$ cat src/hdl/dac_channel_control_defs.svh
// Register indices, field positions, reset values and timing of the converter control.
// Assumes inclusion by bare name from the design files.
`ifndef DAC_CHANNEL_CONTROL_DEFS_SVH
`define DAC_CHANNEL_CONTROL_DEFS_SVH

// ----------------------------------------
// Register indices, byte address is four times the index
// ----------------------------------------
`define IDX_ENABLE_POWER 6'h00
`define IDX_CHAN_TRIG 6'h01
`define IDX_REF_ALIGN 6'h02
`define IDX_EVT_SRC 6'h03
`define IDX_EMPTY_FLAGS 6'h05
`define IDX_CH0_LO 6'h18
`define IDX_CH0_HI 6'h19
`define IDX_CH1_LO 6'h1a
`define IDX_CH1_HI 6'h1b

// ----------------------------------------
// Writable bit masks and reset values
// ----------------------------------------
`define MASK_ENABLE_POWER 8'h1f
`define MASK_CHAN_TRIG 8'h63
`define MASK_REF_ALIGN 8'h19
`define MASK_EVT_SRC 8'h0f
`define RST_CONFIG 8'h00

// ----------------------------------------
// Field positions
// ----------------------------------------
`define BIT_ENABLE 0
`define BIT_LOW_POWER 1
`define BIT_OUT0_PIN 2
`define BIT_OUT1_PIN 3
`define BIT_INT_ROUTE 4
`define BIT_EVT0 0
`define BIT_EVT1 1
`define CHCFG_LSB 5
`define VREF_LSB 3
`define BIT_LEFT 0
`define BIT_EVT_SPLIT 3

// ----------------------------------------
// Field codes
// ----------------------------------------
`define CHCFG_SOLO0 2'b00
`define CHCFG_SOLO1 2'b01
`define CHCFG_DUAL 2'b10
`define VREF_INT_ONE_VOLT 2'b00
`define VREF_ANALOG_SUPPLY 2'b01
`define VREF_EXT_PORT_A 2'b10
`define VREF_EXT_PORT_B 2'b11
`define RESP_OKAY 2'b00
`define RESP_SLVERR 2'b10

// ----------------------------------------
// Timing
// ----------------------------------------
`define CLK_PERIOD_NS 10
`define CONV_TIME_NS 1000
`define CONV_CYCLES ((`CONV_TIME_NS + `CLK_PERIOD_NS - 1) / `CLK_PERIOD_NS)

`endif

$ cat src/hdl/dac_channel_control_pkg.sv
// Types shared by the converter control modules.
// Assumes nothing of its surroundings.
package dac_channel_control_pkg;

    typedef enum logic {
        CONV_IDLE,
        CONV_RUN
    } conv_state_t;

endpackage

$ cat src/hdl/dac_channel_control.sv
// Register file, conversion start and output control of a two channel 12-bit converter.
// Assumes an AXI4-Lite master, an event network and DMA logic on aclk.
`timescale 1ns/1ps
`include "dac_channel_control_defs.svh"

//
// Contract
// - Channel 0 pin driven unless internally routed
// - Low power: off between, double conversion time
// - Global enable gates whole converter except vref_onehot and the DMA requests
// - Channel config: solo0, solo1, dual, reserved
// - Channel 1 event start needs updated data
// - Channel 0 event start needs updated data
// - Reference select: 1V, supply, port A, B
// - Left align bit selects data layout
// - Split bit gives channel 1 next event
// - Three bit field picks event channel
// - Empty flag marks register ready for data
// - Write while full overwrites pending value
// - Empty flag is the DMA request
// - Right layout: low byte, high nibble
// - Left layout: high byte, low upper nibble
// - Reserved bits read zero, written zero
// - Internal route feeds comparator, drops pin
// - Without event trigger, write starts conversion
module dac_channel_control #(
    parameter int ADDR_W = 8,
    parameter int CONV_CYCLES = `CONV_CYCLES
) (
    // Clock and reset
    input wire logic aclk,
    input wire logic aresetn,
    // AXI4-Lite write address and data
    input wire logic [ADDR_W-1:0] s_axi_awaddr,
    input wire logic s_axi_awvalid,
    output logic s_axi_awready,
    input wire logic [31:0] s_axi_wdata,
    input wire logic [3:0] s_axi_wstrb,
    input wire logic s_axi_wvalid,
    output logic s_axi_wready,
    // AXI4-Lite write response
    output logic [1:0] s_axi_bresp,
    output logic s_axi_bvalid,
    input wire logic s_axi_bready,
    // AXI4-Lite read
    input wire logic [ADDR_W-1:0] s_axi_araddr,
    input wire logic s_axi_arvalid,
    output logic s_axi_arready,
    output logic [31:0] s_axi_rdata,
    output logic [1:0] s_axi_rresp,
    output logic s_axi_rvalid,
    input wire logic s_axi_rready,
    // Event channels, one cycle pulses on aclk
    input wire logic [7:0] evt_in,
    // Analog controls
    output logic out0_pin_drive,
    output logic out1_pin_drive,
    output logic internal_route_en,
    output logic [3:0] vref_onehot,
    output logic analog0_on,
    output logic analog1_on,
    // Conversion values
    output logic [11:0] conv0_value,
    output logic [11:0] conv1_value,
    output logic conv0_start,
    output logic conv1_start,
    // DMA requests
    output logic dma0_req,
    output logic dma1_req
);

    initial begin
        if (ADDR_W < 7 || ADDR_W > 32 || CONV_CYCLES < 1) begin
            $error("dac_channel_control parameters out of range");
        end
    end

    // ----------------------------------------
    // Layout helpers
    // ----------------------------------------
    function automatic logic [11:0] assemble(input logic [7:0] hold, input logic [7:0] hi,
                                             input logic left);
        assemble = left ? {hi, hold[7:4]} : {hi[3:0], hold};
    endfunction

    function automatic logic [7:0] data_byte(input logic [11:0] value, input logic is_hi,
                                             input logic left);
        if (left) begin
            data_byte = is_hi ? value[11:4] : {value[3:0], 4'h0};
        end else begin
            data_byte = is_hi ? {4'h0, value[11:8]} : value[7:0];
        end
    endfunction

    // ----------------------------------------
    // Declarations
    // ----------------------------------------
    logic [7:0] enable_power_config_reg;
    logic [7:0] channel_trigger_config_reg;
    logic [7:0] reference_align_config_reg;
    logic [7:0] event_source_config_reg;
    logic [1:0] empty_reg;
    logic [1:0] pending_reg;
    logic [11:0] value_reg [2];
    logic [7:0] hold_reg;
    logic aw_full_reg;
    logic w_full_reg;
    logic [5:0] aw_idx_reg;
    logic [7:0] wdata_reg;
    logic wstrb_reg;
    logic do_write;
    logic [5:0] wr_idx;
    logic [5:0] rd_idx;
    logic [7:0] rd_byte;
    logic rd_hit;
    logic wr_hit;
    logic [1:0] wr_lo;
    logic [1:0] wr_hi;
    logic [1:0] active;
    logic [1:0] trig_en;
    logic [1:0] evt_hit;
    logic [1:0] start;
    logic [1:0] busy;
    logic [2:0] src0;
    logic [2:0] src1;
    logic enable;
    logic low_power;
    logic left;

    assign enable = enable_power_config_reg[`BIT_ENABLE];
    assign low_power = enable_power_config_reg[`BIT_LOW_POWER];
    assign left = reference_align_config_reg[`BIT_LEFT];

    // ----------------------------------------
    // AXI4-Lite write path
    // ----------------------------------------
    // Address and data are taken in either order; one write is served at a time
    assign s_axi_awready = !aw_full_reg && !s_axi_bvalid;
    assign s_axi_wready = !w_full_reg && !s_axi_bvalid;
    assign do_write = aw_full_reg && w_full_reg && !s_axi_bvalid;
    assign wr_idx = aw_idx_reg;

    always_ff @(posedge aclk) begin
        if (!aresetn) begin
            aw_full_reg <= 1'b0;
            aw_idx_reg <= '0;
        end else if (s_axi_awvalid && s_axi_awready) begin
            aw_full_reg <= 1'b1;
            aw_idx_reg <= s_axi_awaddr[7:2];
        end else if (do_write) begin
            aw_full_reg <= 1'b0;
        end
    end

    always_ff @(posedge aclk) begin
        if (!aresetn) begin
            w_full_reg <= 1'b0;
            wdata_reg <= '0;
            wstrb_reg <= 1'b0;
        end else if (s_axi_wvalid && s_axi_wready) begin
            w_full_reg <= 1'b1;
            wdata_reg <= s_axi_wdata[7:0];
            wstrb_reg <= s_axi_wstrb[0];
        end else if (do_write) begin
            w_full_reg <= 1'b0;
        end
    end

    always_comb begin
        wr_hit = 1'b1;
        case (wr_idx)
            `IDX_ENABLE_POWER, `IDX_CHAN_TRIG, `IDX_REF_ALIGN, `IDX_EVT_SRC,
            `IDX_EMPTY_FLAGS, `IDX_CH0_LO, `IDX_CH0_HI, `IDX_CH1_LO, `IDX_CH1_HI: begin
                wr_hit = 1'b1;
            end
            default: begin
                wr_hit = 1'b0;
            end
        endcase
    end

    always_ff @(posedge aclk) begin
        if (!aresetn) begin
            s_axi_bvalid <= 1'b0;
            s_axi_bresp <= `RESP_OKAY;
        end else if (do_write) begin
            s_axi_bvalid <= 1'b1;
            s_axi_bresp <= wr_hit ? `RESP_OKAY : `RESP_SLVERR;
        end else if (s_axi_bready) begin
            s_axi_bvalid <= 1'b0;
        end
    end

    // ----------------------------------------
    // Configuration registers
    // ----------------------------------------
    // Lane 0 carries every register; a write without it changes nothing
    always_ff @(posedge aclk) begin
        if (!aresetn) begin
            enable_power_config_reg <= `RST_CONFIG;
            channel_trigger_config_reg <= `RST_CONFIG;
            reference_align_config_reg <= `RST_CONFIG;
            event_source_config_reg <= `RST_CONFIG;
        end else if (do_write && wstrb_reg) begin
            case (wr_idx)
                `IDX_ENABLE_POWER: enable_power_config_reg <= wdata_reg & `MASK_ENABLE_POWER;
                `IDX_CHAN_TRIG: channel_trigger_config_reg <= wdata_reg & `MASK_CHAN_TRIG;
                `IDX_REF_ALIGN: reference_align_config_reg <= wdata_reg & `MASK_REF_ALIGN;
                `IDX_EVT_SRC: event_source_config_reg <= wdata_reg & `MASK_EVT_SRC;
                default: begin
                end
            endcase
        end
    end

    // ----------------------------------------
    // Data registers and hold buffer
    // ----------------------------------------
    always_comb begin
        wr_lo = 2'b00;
        wr_hi = 2'b00;
        if (do_write && wstrb_reg) begin
            wr_lo[0] = (wr_idx == `IDX_CH0_LO);
            wr_lo[1] = (wr_idx == `IDX_CH1_LO);
            wr_hi[0] = (wr_idx == `IDX_CH0_HI);
            wr_hi[1] = (wr_idx == `IDX_CH1_HI);
        end
    end

    // One hold byte serves both channels, as the low byte of either waits in it
    always_ff @(posedge aclk) begin
        if (!aresetn) begin
            hold_reg <= '0;
        end else if (wr_lo != 2'b00) begin
            hold_reg <= left ? {wdata_reg[7:4], 4'h0} : wdata_reg;
        end
    end

    always_ff @(posedge aclk) begin
        if (!aresetn) begin
            value_reg[0] <= '0;
            value_reg[1] <= '0;
        end else begin
            for (int n = 0; n < 2; n++) begin
                if (wr_hi[n]) begin
                    value_reg[n] <= assemble(hold_reg, wdata_reg, left);
                end
            end
        end
    end

    // A commit in the start cycle wins, so fresh data is never lost
    always_ff @(posedge aclk) begin
        if (!aresetn) begin
            pending_reg <= 2'b00;
            empty_reg <= 2'b00;
        end else begin
            for (int n = 0; n < 2; n++) begin
                if (wr_hi[n]) begin
                    pending_reg[n] <= 1'b1;
                    empty_reg[n] <= 1'b0;
                end else if (start[n]) begin
                    pending_reg[n] <= 1'b0;
                    empty_reg[n] <= 1'b1;
                end
            end
        end
    end

    // ----------------------------------------
    // Conversion start
    // ----------------------------------------
    assign active[0] = enable && (channel_trigger_config_reg[6:5] == `CHCFG_SOLO0 ||
                                  channel_trigger_config_reg[6:5] == `CHCFG_DUAL);
    assign active[1] = enable && (channel_trigger_config_reg[6:5] == `CHCFG_SOLO1 ||
                                  channel_trigger_config_reg[6:5] == `CHCFG_DUAL);
    assign trig_en[0] = channel_trigger_config_reg[`BIT_EVT0];
    assign trig_en[1] = channel_trigger_config_reg[`BIT_EVT1];
    assign src0 = event_source_config_reg[2:0];
    assign src1 = event_source_config_reg[`BIT_EVT_SPLIT] ? src0 + 3'd1 : src0;
    assign evt_hit[0] = evt_in[src0];
    assign evt_hit[1] = evt_in[src1];

    always_comb begin
        for (int n = 0; n < 2; n++) begin
            start[n] = active[n] && pending_reg[n] && !busy[n] &&
                       (trig_en[n] ? evt_hit[n] : 1'b1);
        end
    end

    conv_timer #(
        .CYCLES(CONV_CYCLES)
    ) timer0 (
        .aclk(aclk),
        .aresetn(aresetn),
        .start(start[0]),
        .double_time(low_power),
        .busy(busy[0])
    );

    conv_timer #(
        .CYCLES(CONV_CYCLES)
    ) timer1 (
        .aclk(aclk),
        .aresetn(aresetn),
        .start(start[1]),
        .double_time(low_power),
        .busy(busy[1])
    );

    always_ff @(posedge aclk) begin
        if (!aresetn) begin
            conv0_value <= '0;
            conv1_value <= '0;
            conv0_start <= 1'b0;
            conv1_start <= 1'b0;
        end else begin
            conv0_start <= start[0];
            conv1_start <= start[1];
            if (start[0]) begin
                conv0_value <= value_reg[0];
            end
            if (start[1]) begin
                conv1_value <= value_reg[1];
            end
        end
    end

    assign dma0_req = empty_reg[0];
    assign dma1_req = empty_reg[1];

    // ----------------------------------------
    // Analog controls
    // ----------------------------------------
    always_ff @(posedge aclk) begin
        if (!aresetn) begin
            out0_pin_drive <= 1'b0;
            out1_pin_drive <= 1'b0;
            internal_route_en <= 1'b0;
            analog0_on <= 1'b0;
            analog1_on <= 1'b0;
        end else begin
            out0_pin_drive <= active[0] && enable_power_config_reg[`BIT_OUT0_PIN] &&
                              !enable_power_config_reg[`BIT_INT_ROUTE];
            out1_pin_drive <= active[1] && enable_power_config_reg[`BIT_OUT1_PIN];
            internal_route_en <= active[0] && enable_power_config_reg[`BIT_INT_ROUTE];
            analog0_on <= active[0] && (low_power ? busy[0] : 1'b1);
            analog1_on <= active[1] && (low_power ? busy[1] : 1'b1);
        end
    end

    always_ff @(posedge aclk) begin
        if (!aresetn) begin
            vref_onehot <= 4'h1;
        end else begin
            case (reference_align_config_reg[4:3])
                `VREF_INT_ONE_VOLT: vref_onehot <= 4'h1;
                `VREF_ANALOG_SUPPLY: vref_onehot <= 4'h2;
                `VREF_EXT_PORT_A: vref_onehot <= 4'h4;
                `VREF_EXT_PORT_B: vref_onehot <= 4'h8;
                default: vref_onehot <= 4'h1;
            endcase
        end
    end

    // ----------------------------------------
    // AXI4-Lite read path
    // ----------------------------------------
    assign rd_idx = s_axi_araddr[7:2];
    assign s_axi_arready = !s_axi_rvalid;

    always_comb begin
        rd_byte = 8'h00;
        rd_hit = 1'b1;
        case (rd_idx)
            `IDX_ENABLE_POWER: rd_byte = enable_power_config_reg;
            `IDX_CHAN_TRIG: rd_byte = channel_trigger_config_reg;
            `IDX_REF_ALIGN: rd_byte = reference_align_config_reg;
            `IDX_EVT_SRC: rd_byte = event_source_config_reg;
            `IDX_EMPTY_FLAGS: rd_byte = {6'h00, empty_reg};
            `IDX_CH0_LO: rd_byte = data_byte(value_reg[0], 1'b0, left);
            `IDX_CH0_HI: rd_byte = data_byte(value_reg[0], 1'b1, left);
            `IDX_CH1_LO: rd_byte = data_byte(value_reg[1], 1'b0, left);
            `IDX_CH1_HI: rd_byte = data_byte(value_reg[1], 1'b1, left);
            default: rd_hit = 1'b0;
        endcase
    end

    always_ff @(posedge aclk) begin
        if (!aresetn) begin
            s_axi_rvalid <= 1'b0;
            s_axi_rdata <= '0;
            s_axi_rresp <= `RESP_OKAY;
        end else if (s_axi_arvalid && s_axi_arready) begin
            s_axi_rvalid <= 1'b1;
            s_axi_rdata <= {24'h000000, rd_byte};
            s_axi_rresp <= rd_hit ? `RESP_OKAY : `RESP_SLVERR;
        end else if (s_axi_rready) begin
            s_axi_rvalid <= 1'b0;
        end
    end

    // ----------------------------------------
    // Assertions
    // ----------------------------------------
    // Channel 0 conversion length, judged when busy falls; a counter avoids long repetitions
    logic [31:0] busy_len_reg;
    logic dbl_reg;

    always_ff @(posedge aclk) begin
        if (!aresetn) begin
            busy_len_reg <= '0;
            dbl_reg <= 1'b0;
        end else if (start[0]) begin
            busy_len_reg <= '0;
            dbl_reg <= low_power;
        end else if (busy[0]) begin
            busy_len_reg <= busy_len_reg + 32'd1;
        end
    end
endmodule

$ cat src/hdl/conv_timer.sv
// Conversion time counter for one converter channel.
// Assumes start is raised only while busy is low.
`timescale 1ns/1ps

module conv_timer #(
    parameter int CYCLES = 100
) (
    // Clock and reset
    input wire logic aclk,
    input wire logic aresetn,
    // Control
    input wire logic start,
    input wire logic double_time,
    // Status
    output logic busy
);

    localparam int CW = $clog2(2 * CYCLES + 1);

    initial begin
        if (CYCLES < 1) begin
            $error("conv_timer needs CYCLES of at least one");
        end
    end

    dac_channel_control_pkg::conv_state_t state_reg;
    logic [CW-1:0] count_reg;

    // ----------------------------------------
    // Counter
    // ----------------------------------------
    // Doubling is latched at the start, so a later mode change spares the running conversion
    always_ff @(posedge aclk) begin
        if (!aresetn) begin
            state_reg <= dac_channel_control_pkg::CONV_IDLE;
            count_reg <= '0;
        end else begin
            case (state_reg)
                dac_channel_control_pkg::CONV_IDLE: begin
                    if (start) begin
                        state_reg <= dac_channel_control_pkg::CONV_RUN;
                        count_reg <= double_time ? CW'(2 * CYCLES - 1) : CW'(CYCLES - 1);
                    end
                end
                dac_channel_control_pkg::CONV_RUN: begin
                    if (count_reg == '0) begin
                        state_reg <= dac_channel_control_pkg::CONV_IDLE;
                    end else begin
                        count_reg <= count_reg - CW'(1);
                    end
                end
                default: begin
                    state_reg <= dac_channel_control_pkg::CONV_IDLE;
                end
            endcase
        end
    end

    assign busy = (state_reg == dac_channel_control_pkg::CONV_RUN);

endmodule

$ cat config.mk
export PLATFORM = sky130hd
export DESIGN_NAME = dac_channel_control
export DESIGN_NICKNAME = d
export VERILOG_FILES = /design/src/hdl/dac_channel_control_pkg.sv /design/src/hdl/dac_channel_control.sv /design/src/hdl/conv_timer.sv
export VERILOG_INCLUDE_DIRS = /design/src /design/src/hdl
export SDC_FILE = /design/constraint.sdc
export NUM_CORES = 1
export LEC_CHECK = 0
export BUFFER_PORTS_ARGS = -buffer_cell sky130_fd_sc_hd__buf_2
export CORE_MARGIN = 5
export CORE_UTILIZATION = 50
export CTS_CLUSTER_DIAMETER = 150
export DETAILED_ROUTE_END_ITERATION = 16
export PLACE_DENSITY = 0.76
export RECOVER_POWER = 50
export SYNTH_ARGS = -nofsm -noshare
export SYNTH_HDL_FRONTEND = slang
export SYNTH_HIERARCHICAL = 1
export SYNTH_SLANG_ARGS = --single-unit
$ cat constraint.sdc
create_clock -name aclk -period 4.08 [get_ports aclk]
set_input_delay 1.02 -clock aclk [delete_from_list [all_inputs] [get_ports aclk]]
set_output_delay 1.02 -clock aclk [all_outputs]
set_load 0.01 [all_outputs]
==> impl_metrics.prom, run 1 <==
# TYPE chip_impl_metric gauge
chip_impl_metric{name="setup_total_negative_slack",unit="ns"} 0
chip_impl_metric{name="dieArea",unit="um^2"} 15300
chip_impl_metric{name="flop_and_latch_count_out_of_synthesis",unit=""} 135
chip_impl_metric{name="fillerInstances",unit=""} 1091
chip_impl_metric{name="cts.path.max_buffers",unit=""} 2
chip_impl_metric{name="boundaryPins",unit=""} 145
chip_impl_metric{name="die_width",unit="um"} 124
chip_impl_metric{name="yosysUniqueCellTypes",unit=""} 70
chip_impl_metric{name="antenna_violating_nets_post_route",unit=""} 0
chip_impl_metric{name="syn_to_final_growth",unit="%"} 13.7
chip_impl_metric{name="numCtsBuffers",unit=""} 17
chip_impl_info{name="cts.root.buffer_cell",value="clkbuf_16"} 1
chip_impl_metric{name="core-area",unit="um^2"} 12600
chip_impl_info{name="synth_area_leaders",value="dfxtp_1 34%, edfxtp_1 11%, mux2i_1 7.8%"} 1
chip_impl_metric{name="number_of_enable_type_register_cells_in_the_synthesized_netlist",unit=""} 24
chip_impl_metric{name="maximum_number_of_pins_on_one_net_before_global_route_repair",unit=""} 71
chip_impl_metric{name="clock_latency",unit="ns"} 0.42
chip_impl_metric{name="place_inst",unit=""} 882
chip_impl_metric{name="worst_pin_slew",unit="ns"} 1.74
chip_impl_metric{name="largest_register_ffs",unit=""} 24
chip_impl_metric{name="p_per_area",unit="nW/um^2"} 425
chip_impl_metric{name="drcViolationCount",unit=""} 0
chip_impl_metric{name="postCtsResizedCells",unit=""} 0
chip_impl_metric{name="cellLeakagePower",unit="nW"} 2.71
chip_impl_metric{name="final_min_period_over_clock_period",unit="%"} 77.6
chip_impl_metric{name="critPathRequiredTime",unit="ns"} 4.38
chip_impl_info{name="critPathCaptureType",value="register"} 1
chip_impl_metric{name="routed-via-count",unit=""} 5121
chip_impl_info{name="most_repeated_cell_in_the_gate_level_netlist_after_synthesis",value="dfxtp_1"} 1
chip_impl_metric{name="drt_wl_total",unit="mm"} 15.2
chip_impl_metric{name="async_flop_share",unit="%"} 0
chip_impl_info{name="synth_top_cells_by_count",value="111 x dfxtp_1, 77 x nor2_1, 54 x nand2_1, 50 x mux2i_1, 39 x a21oi_1"} 1
chip_impl_metric{name="drv.max_cap_violation_count",unit=""} 1
chip_impl_metric{name="detail_route.first_pass.iterations",unit=""} 5
chip_impl_metric{name="final.setup_skew",unit="ns"} 0.00668
chip_impl_info{name="critPathLaunchType",value="primary input"} 1
chip_impl_metric{name="slew_headroom",unit="%"} -16.1
chip_impl_metric{name="antenna_found_initial",unit=""} 0
chip_impl_metric{name="die_height",unit="um"} 124
chip_impl_metric{name="final-setup-viol-count",unit=""} 0
chip_impl_metric{name="clock_sink_count",unit=""} 135
chip_impl_metric{name="worst-path-max-fanout",unit=""} 31
chip_impl_metric{name="cts_setup_buffers",unit=""} 0
chip_impl_metric{name="cpPeakStageDelay",unit="ns"} 1.00
chip_impl_metric{name="hold_viol_final",unit=""} 0
chip_impl_metric{name="wire_per_inst",unit="um"} 16.7
chip_impl_metric{name="crit_arrival",unit="ns"} 3.47
chip_impl_metric{name="cts.reportedPaths.clkPinSlew",unit="ns"} 0.06
chip_impl_metric{name="mappedNetlistArea",unit="um^2"} 6440
chip_impl_info{name="worst_hold_path_type",value="register to register"} 1
chip_impl_info{name="violated_checks",value="capacitance limit, slew limit"} 1
chip_impl_metric{name="grt_overflow",unit=""} 0
chip_impl_info{name="outcome",value="complete, but fails checks"} 1
chip_impl_metric{name="grt_pass1_vias",unit=""} 4919
chip_impl_info{name="rsz0062_at_grt",value="no"} 1
chip_impl_metric{name="routed_via_density",unit=""} 5.60
chip_impl_info{name="yosysTopAreaCell",value="dfxtp_1"} 1
chip_impl_metric{name="layout.cells.non_filler",unit=""} 915
chip_impl_metric{name="post_cts_hold_buffer_count",unit=""} 0
chip_impl_metric{name="drive_gt1_share",unit="%"} 14.0
chip_impl_metric{name="fmaxAchievable",unit="MHz"} 316
chip_impl_metric{name="multi_input_comb_area",unit="um^2"} 3070
chip_impl_info{name="critical_path.cell_chain",value="clkbuf_1 -> mux4_1 -> mux2i_2 -> a2111oi_0 -> clkbuf_1 -> nand3b_1 -> nand2_1 -> a21o_1 -> a21oi_1"} 1
chip_impl_info{name="crit_path_frequent_cell",value="clkbuf_1"} 1
chip_impl_metric{name="final_nets",unit=""} 804
chip_impl_metric{name="slew_viol_final",unit=""} 43
chip_impl_metric{name="yosysWarnings",unit=""} 6
chip_impl_metric{name="diodes",unit=""} 0
chip_impl_metric{name="grt_first_pass_wirelength",unit="mm"} 24.6
chip_impl_metric{name="synth.avg_cell_area",unit="um^2"} 9.82
chip_impl_metric{name="gate_count_of_the_mapped_netlist",unit=""} 656
chip_impl_metric{name="rows",unit=""} 41
chip_impl_metric{name="layout.area.seq",unit="um^2"} 2940
chip_impl_metric{name="synth_top_area_share",unit="%"} 34.5
chip_impl_info{name="critical-path-slowest-cell",value="clkbuf_1"} 1
chip_impl_metric{name="maximum_resistive_drop_on_vdd",unit="mV"} 0.230
chip_impl_metric{name="hpwl",unit="mm"} 10.8
chip_impl_info{name="path_class",value="primary input to register"} 1
chip_impl_metric{name="time_the_worst_path_needs_with_i_o_delays_and_setup",unit="ns"} 3.17
chip_impl_metric{name="port_buffers",unit=""} 87
chip_impl_metric{name="place_congestion",unit=""} 0.898
chip_impl_metric{name="synth.yosys.seq_area_share",unit="%"} 45.7
chip_impl_info{name="tritoncts",value="built"} 1
chip_impl_metric{name="h-tree-depth",unit=""} 4
chip_impl_metric{name="groute.usage.overall",unit="%"} 20.8
chip_impl_info{name="synth_ff_type",value="dfxtp_1"} 1
chip_impl_metric{name="starting_density",unit="%"} 51.1
chip_impl_metric{name="detailedRoute.firstIterationViolations",unit=""} 493
-- through the flow --
stage	hold slack [ns]	area [um^2]	util, %	total power [mW]	setup WS (ns)
floorplan	0.432	6540	-	1.57	1.18
global placement	0.444	6820	54.0	1.61	0.853
detailed placement	0.449	6820	54.0	1.61	0.743
CTS	0.457	7410	58.8	3.13	1.00
global route	0.472	7330	58.1	3.22	0.633
finish	0.457	7330	58.1	3.11	0.912
-- layer usage --
layer / part of all wire [%] / vias up / track usage [%]
li1: - / 2462 / -
met1: 44 / 2442 / 27.8
met2: 47 / 192 / 32.7
met3: 7.1 / 25 / 4.48
met4: 2.0 / 0 / 8.65
met5: 0 / - / 0
-- layout by cell type (no fill, tap or decap), types with 26 or more instances in the layout --
cell      count
a21oi_1      39
conb_1       26
clkbuf_1     57
nor2_1       77
nand3_1      27
dfxtp_1     111
buf_2        32
nand2_1      54
mux2i_1      50
-- report_power, final --
part           internal (mW)  switching, mW  total [mW]
combinational         0.0624          0.108       0.171
sequential              1.38         0.0305        1.42
clock                  0.913          0.616        1.53
-- kinds of logic after synthesis --
family	synth area share, %
fa+ha+maj	1.36
other cells	0.0582
flops	45.7
buf+inv	7.92
xor+xnor	0.816
simple gates	18.1
compound gates	14.2
mux	11.9
-- worst max-delay path: cells and delay by family --
kind | cells | cell delay, ns
muxes | 2 | 0.33
AOI/OAI and AO/OA | 3 | 0.73
and+or+nand+nor | 2 | 0.28
buffers and inverters | 2 | 1.10
-- layout make-up --
class,instances,share of cell area (%)
inverters,24,1.23
repair buffers,95,5.72
multi-input cells,457,41.8
clock inverters,15,2.31
clock buffers,17,5.81
well taps,172,2.94
flip-flops and latches,135,40.2
-- worst paths after layout --
kind	startpoint	to	slack, ns	depth (start not counted)
setup / recovery	evt_in[2]	timer0/count_reg[5]	0.91	9
hold / removal	conv0_value[3]	conv0_value[3]	0.46	2
setup reg to reg	event_source_config_reg[0]	timer1/count_reg[3]	1.00	10
hold reg to reg	conv0_value[3]	conv0_value[3]	0.46	2
Note: power is estimated with default switching activity, not from simulation.
==> inputs of run 2 (changes only) <==
--- a/config.mk
+++ b/config.mk
@@ -8,10 +8,10 @@
 export LEC_CHECK = 0
 export BUFFER_PORTS_ARGS = -buffer_cell sky130_fd_sc_hd__buf_2
 export CORE_MARGIN = 5
-export CORE_UTILIZATION = 50
+export CORE_UTILIZATION = 49
 export CTS_CLUSTER_DIAMETER = 150
 export DETAILED_ROUTE_END_ITERATION = 16
-export PLACE_DENSITY = 0.76
+export PLACE_DENSITY = 0.77
 export RECOVER_POWER = 50
 export SYNTH_ARGS = -nofsm -noshare
 export SYNTH_HDL_FRONTEND = slang
==> constraint.sdc (replaced) <==
create_clock -name aclk -period 2.9 [get_ports aclk]
set_input_delay 0.725 -clock aclk [delete_from_list [all_inputs] [get_ports aclk]]
set_output_delay 0.725 -clock aclk [all_outputs]
set_load 0.01 [all_outputs]
==> impl_metrics.prom, run 2 (synthesized netlist as in run 1, its figures left out) <==
# TYPE chip_impl_metric gauge
chip_impl_info{name="outcome",value="finished, final reports clean"} 1
chip_impl_metric{name="grt_pass1_vias",unit=""} 4859
chip_impl_metric{name="diodes",unit=""} 0
chip_impl_metric{name="grt_first_pass_wirelength",unit="mm"} 24.2
chip_impl_info{name="tritoncts",value="built"} 1
chip_impl_metric{name="cts.path.max_buffers",unit=""} 2
chip_impl_metric{name="drv.max_cap_violation_count",unit=""} 0
chip_impl_metric{name="drt_wl_total",unit="mm"} 15.0
chip_impl_metric{name="p_per_area",unit="nW/um^2"} 571
chip_impl_info{name="critical-path-slowest-cell",value="a311o_2"} 1
chip_impl_metric{name="die_width",unit="um"} 125
chip_impl_metric{name="post_cts_hold_buffer_count",unit=""} 0
chip_impl_metric{name="final_core_utilization",unit="%"} 57.7
chip_impl_metric{name="antenna_found_initial",unit=""} 0
chip_impl_metric{name="drcViolationCount",unit=""} 0
chip_impl_info{name="worst_hold_path_type",value="register to register"} 1
chip_impl_info{name="path_class",value="register to register"} 1
chip_impl_metric{name="finalPower",unit="mW"} 4.20
chip_impl_metric{name="switchingPower",unit="mW"} 0.977
chip_impl_info{name="most_common_library_cell_in_the_layout_ignoring_fill_and_taps",value="dfxtp_1"} 1
chip_impl_metric{name="cpPeakStageDelay",unit="ns"} 0.40
chip_impl_metric{name="cellLeakagePower",unit="nW"} 2.72
chip_impl_metric{name="starting_density",unit="%"} 50.4
chip_impl_metric{name="slew_viol_final",unit=""} 0
chip_impl_info{name="rsz0062_at_grt",value="no"} 1
chip_impl_metric{name="power.switching_fraction",unit="%"} 23.3
chip_impl_info{name="critical_path.cell_chain",value="ha_1 -> mux2i_1 -> mux4_1 -> nand2_1 -> a311o_2 -> inv_1 -> nor2_1 -> a311oi_2 -> xnor2_1 -> nor3_2"} 1
chip_impl_metric{name="numCtsBuffers",unit=""} 17
chip_impl_metric{name="h-tree-depth",unit=""} 4
chip_impl_metric{name="place_congestion",unit=""} 0.924
chip_impl_metric{name="final_min_period_over_clock_period",unit="%"} 91.7
chip_impl_metric{name="clkPwrFrac",unit="%"} 46.8
chip_impl_metric{name="clock_sink_count",unit=""} 135
chip_impl_metric{name="routed_via_density",unit=""} 5.58
chip_impl_metric{name="boundaryPins",unit=""} 145
chip_impl_metric{name="maximum_resistive_drop_on_vdd",unit="mV"} 0.433
chip_impl_info{name="critPathLaunchType",value="register"} 1
chip_impl_metric{name="setup_total_negative_slack",unit="ns"} 0
chip_impl_metric{name="port_buffers",unit=""} 87
chip_impl_metric{name="antenna_violating_nets_post_route",unit=""} 0
chip_impl_metric{name="routed-via-count",unit=""} 5140
chip_impl_metric{name="hpwl",unit="mm"} 10.9
chip_impl_info{name="hold_path_startpoint",value="wstrb_reg"} 1
chip_impl_metric{name="largest_register_ffs",unit=""} 24
chip_impl_metric{name="place_inst",unit=""} 890
chip_impl_info{name="cts.root.buffer_cell",value="clkbuf_16"} 1
chip_impl_metric{name="critPathRequiredTime",unit="ns"} 3.21
chip_impl_metric{name="wire_per_inst",unit="um"} 16.3
chip_impl_metric{name="slew_headroom",unit="%"} 18.3
chip_impl_metric{name="detail_route.first_pass.iterations",unit=""} 5
chip_impl_metric{name="power.combinational.fraction",unit="%"} 5.8
chip_impl_metric{name="cts.reportedPaths.clkPinSlew",unit="ns"} 0.05
chip_impl_metric{name="fmaxAchievable",unit="MHz"} 376
chip_impl_metric{name="worst_pin_slew",unit="ns"} 1.22
chip_impl_metric{name="clock_latency",unit="ns"} 0.43
chip_impl_metric{name="worst-path-max-fanout",unit=""} 5
chip_impl_metric{name="maximum_number_of_pins_on_one_net_before_global_route_repair",unit=""} 52
chip_impl_metric{name="drive_gt1_share",unit="%"} 14.8
chip_impl_metric{name="hold_viol_final",unit=""} 0
chip_impl_metric{name="layout.area.seq",unit="um^2"} 2940
chip_impl_metric{name="die_height",unit="um"} 125
chip_impl_metric{name="dieArea",unit="um^2"} 15500
chip_impl_metric{name="fillerInstances",unit=""} 1109
chip_impl_metric{name="final-setup-viol-count",unit=""} 0
chip_impl_metric{name="final.setup_skew",unit="ns"} 0.0105
chip_impl_metric{name="final_nets",unit=""} 811
chip_impl_metric{name="time_the_worst_path_needs_with_i_o_delays_and_setup",unit="ns"} 2.66
chip_impl_metric{name="detailedRoute.firstIterationViolations",unit=""} 454
chip_impl_metric{name="seq_power_share",unit="%"} 47.4
chip_impl_info{name="cp-startpoint",value="event_source_config_reg[0]"} 1
chip_impl_info{name="most_frequent_cells_in_the_layout",value="111 x dfxtp_1, 77 x nor2_1, 58 x clkbuf_1, 54 x nand2_1, 50 x mux2i_1"} 1
chip_impl_metric{name="cts_setup_buffers",unit=""} 0
chip_impl_info{name="reg2reg_from",value="event_source_config_reg[0]"} 1
chip_impl_metric{name="rows",unit=""} 41
chip_impl_info{name="critPathCaptureType",value="register"} 1
chip_impl_metric{name="groute.usage.overall",unit="%"} 19.1
chip_impl_metric{name="syn_to_final_growth",unit="%"} 14.3
chip_impl_metric{name="core-area",unit="um^2"} 12800
chip_impl_metric{name="multi_input_comb_area",unit="um^2"} 3090
chip_impl_metric{name="power.internal",unit="mW"} 3.23
chip_impl_metric{name="grt_overflow",unit=""} 0
chip_impl_metric{name="crit_arrival",unit="ns"} 2.97
chip_impl_metric{name="layout.cells.non_filler",unit=""} 921
## run 2: changes by cell type in the layout (fill, tap and decap cells not counted), moves of 2 or more
cell,before,now
clkbuf_16,17,19
buf_4,5,12
inv_6,5,1
clkinv_2,0,3
clkinv_4,4,2
clkinvlp_4,2,4
bufinv_16,2,0
## run 2: through the flow
stage / area, um^2 / hold slack [ns] / setup WS, ns
floorplan: 6540 / 0.432 / 0.181
global placement: 6880 / 0.445 / 0.163
detailed placement: 6880 / 0.455 / 0.117
CTS: 7430 / 0.461 / 0.253
global route: 7370 / 0.487 / 0.0710
finish: 7370 / 0.461 / 0.241
## run 2: power by group through the flow
stage / sequential [mW] / clock [mW] / combinational [mW]
after floorplan: 2.02 / 0 / 0.191
after global placement: 2.03 / 0 / 0.237
after detailed placement: 2.03 / 0 / 0.245
after CTS: 1.99 / 2.01 / 0.246
after global routing: 2.00 / 2.10 / 0.268
final: 1.99 / 1.97 / 0.243
## run 2: cell type report
type	instances	share of cell area [%]
multi-input combinational	457	42.0
sequential	135	40.0
clock buffer	21	6.56
timing repair buffer	102	6.39
tap	172	2.92
inverter	24	1.22
clock inverter	10	0.968
## run 2: critical path: cells and delay by family, from the launching register on
kind	cells	cell delay [ns]
and+or+nand+nor	3	0.30
muxes	2	0.50
xor gates and xnor gates	1	0.17
buffers and inverters	1	0.15
adders and majority gates	1	0.35
AOI/OAI and AO/OA	2	0.75
DFF	1	0.31
## run 2: worst paths after layout
| check | slack, ns | cells past startpoint | endpoint |
|---|---|---|---|
| min reg2reg | 0.46 | 2 | wstrb_reg |
| min | 0.46 | 2 | wstrb_reg |
| max reg2reg | 0.24 | 10 | timer1/count_reg[3] |
| max | 0.24 | 10 | timer1/count_reg[3] |
## run 2: repair_timing
action | CTS | global route
gates resized for setup | 0 | 1
endpoints found under the hold margin | 0 | 0
setup endpoints to repair | 0 | 1
## run 2: routing by layer
metal | share of wire (%) | vias up | GRT usage [%]
met1 | 45 | 2451 | 25.4
met5 | 0 | - | 0
li1 | - | 2466 | -
met3 | 7.3 | 27 | 5.70
met4 | 1.4 | 0 | 6.51
met2 | 46 | 196 | 29.6
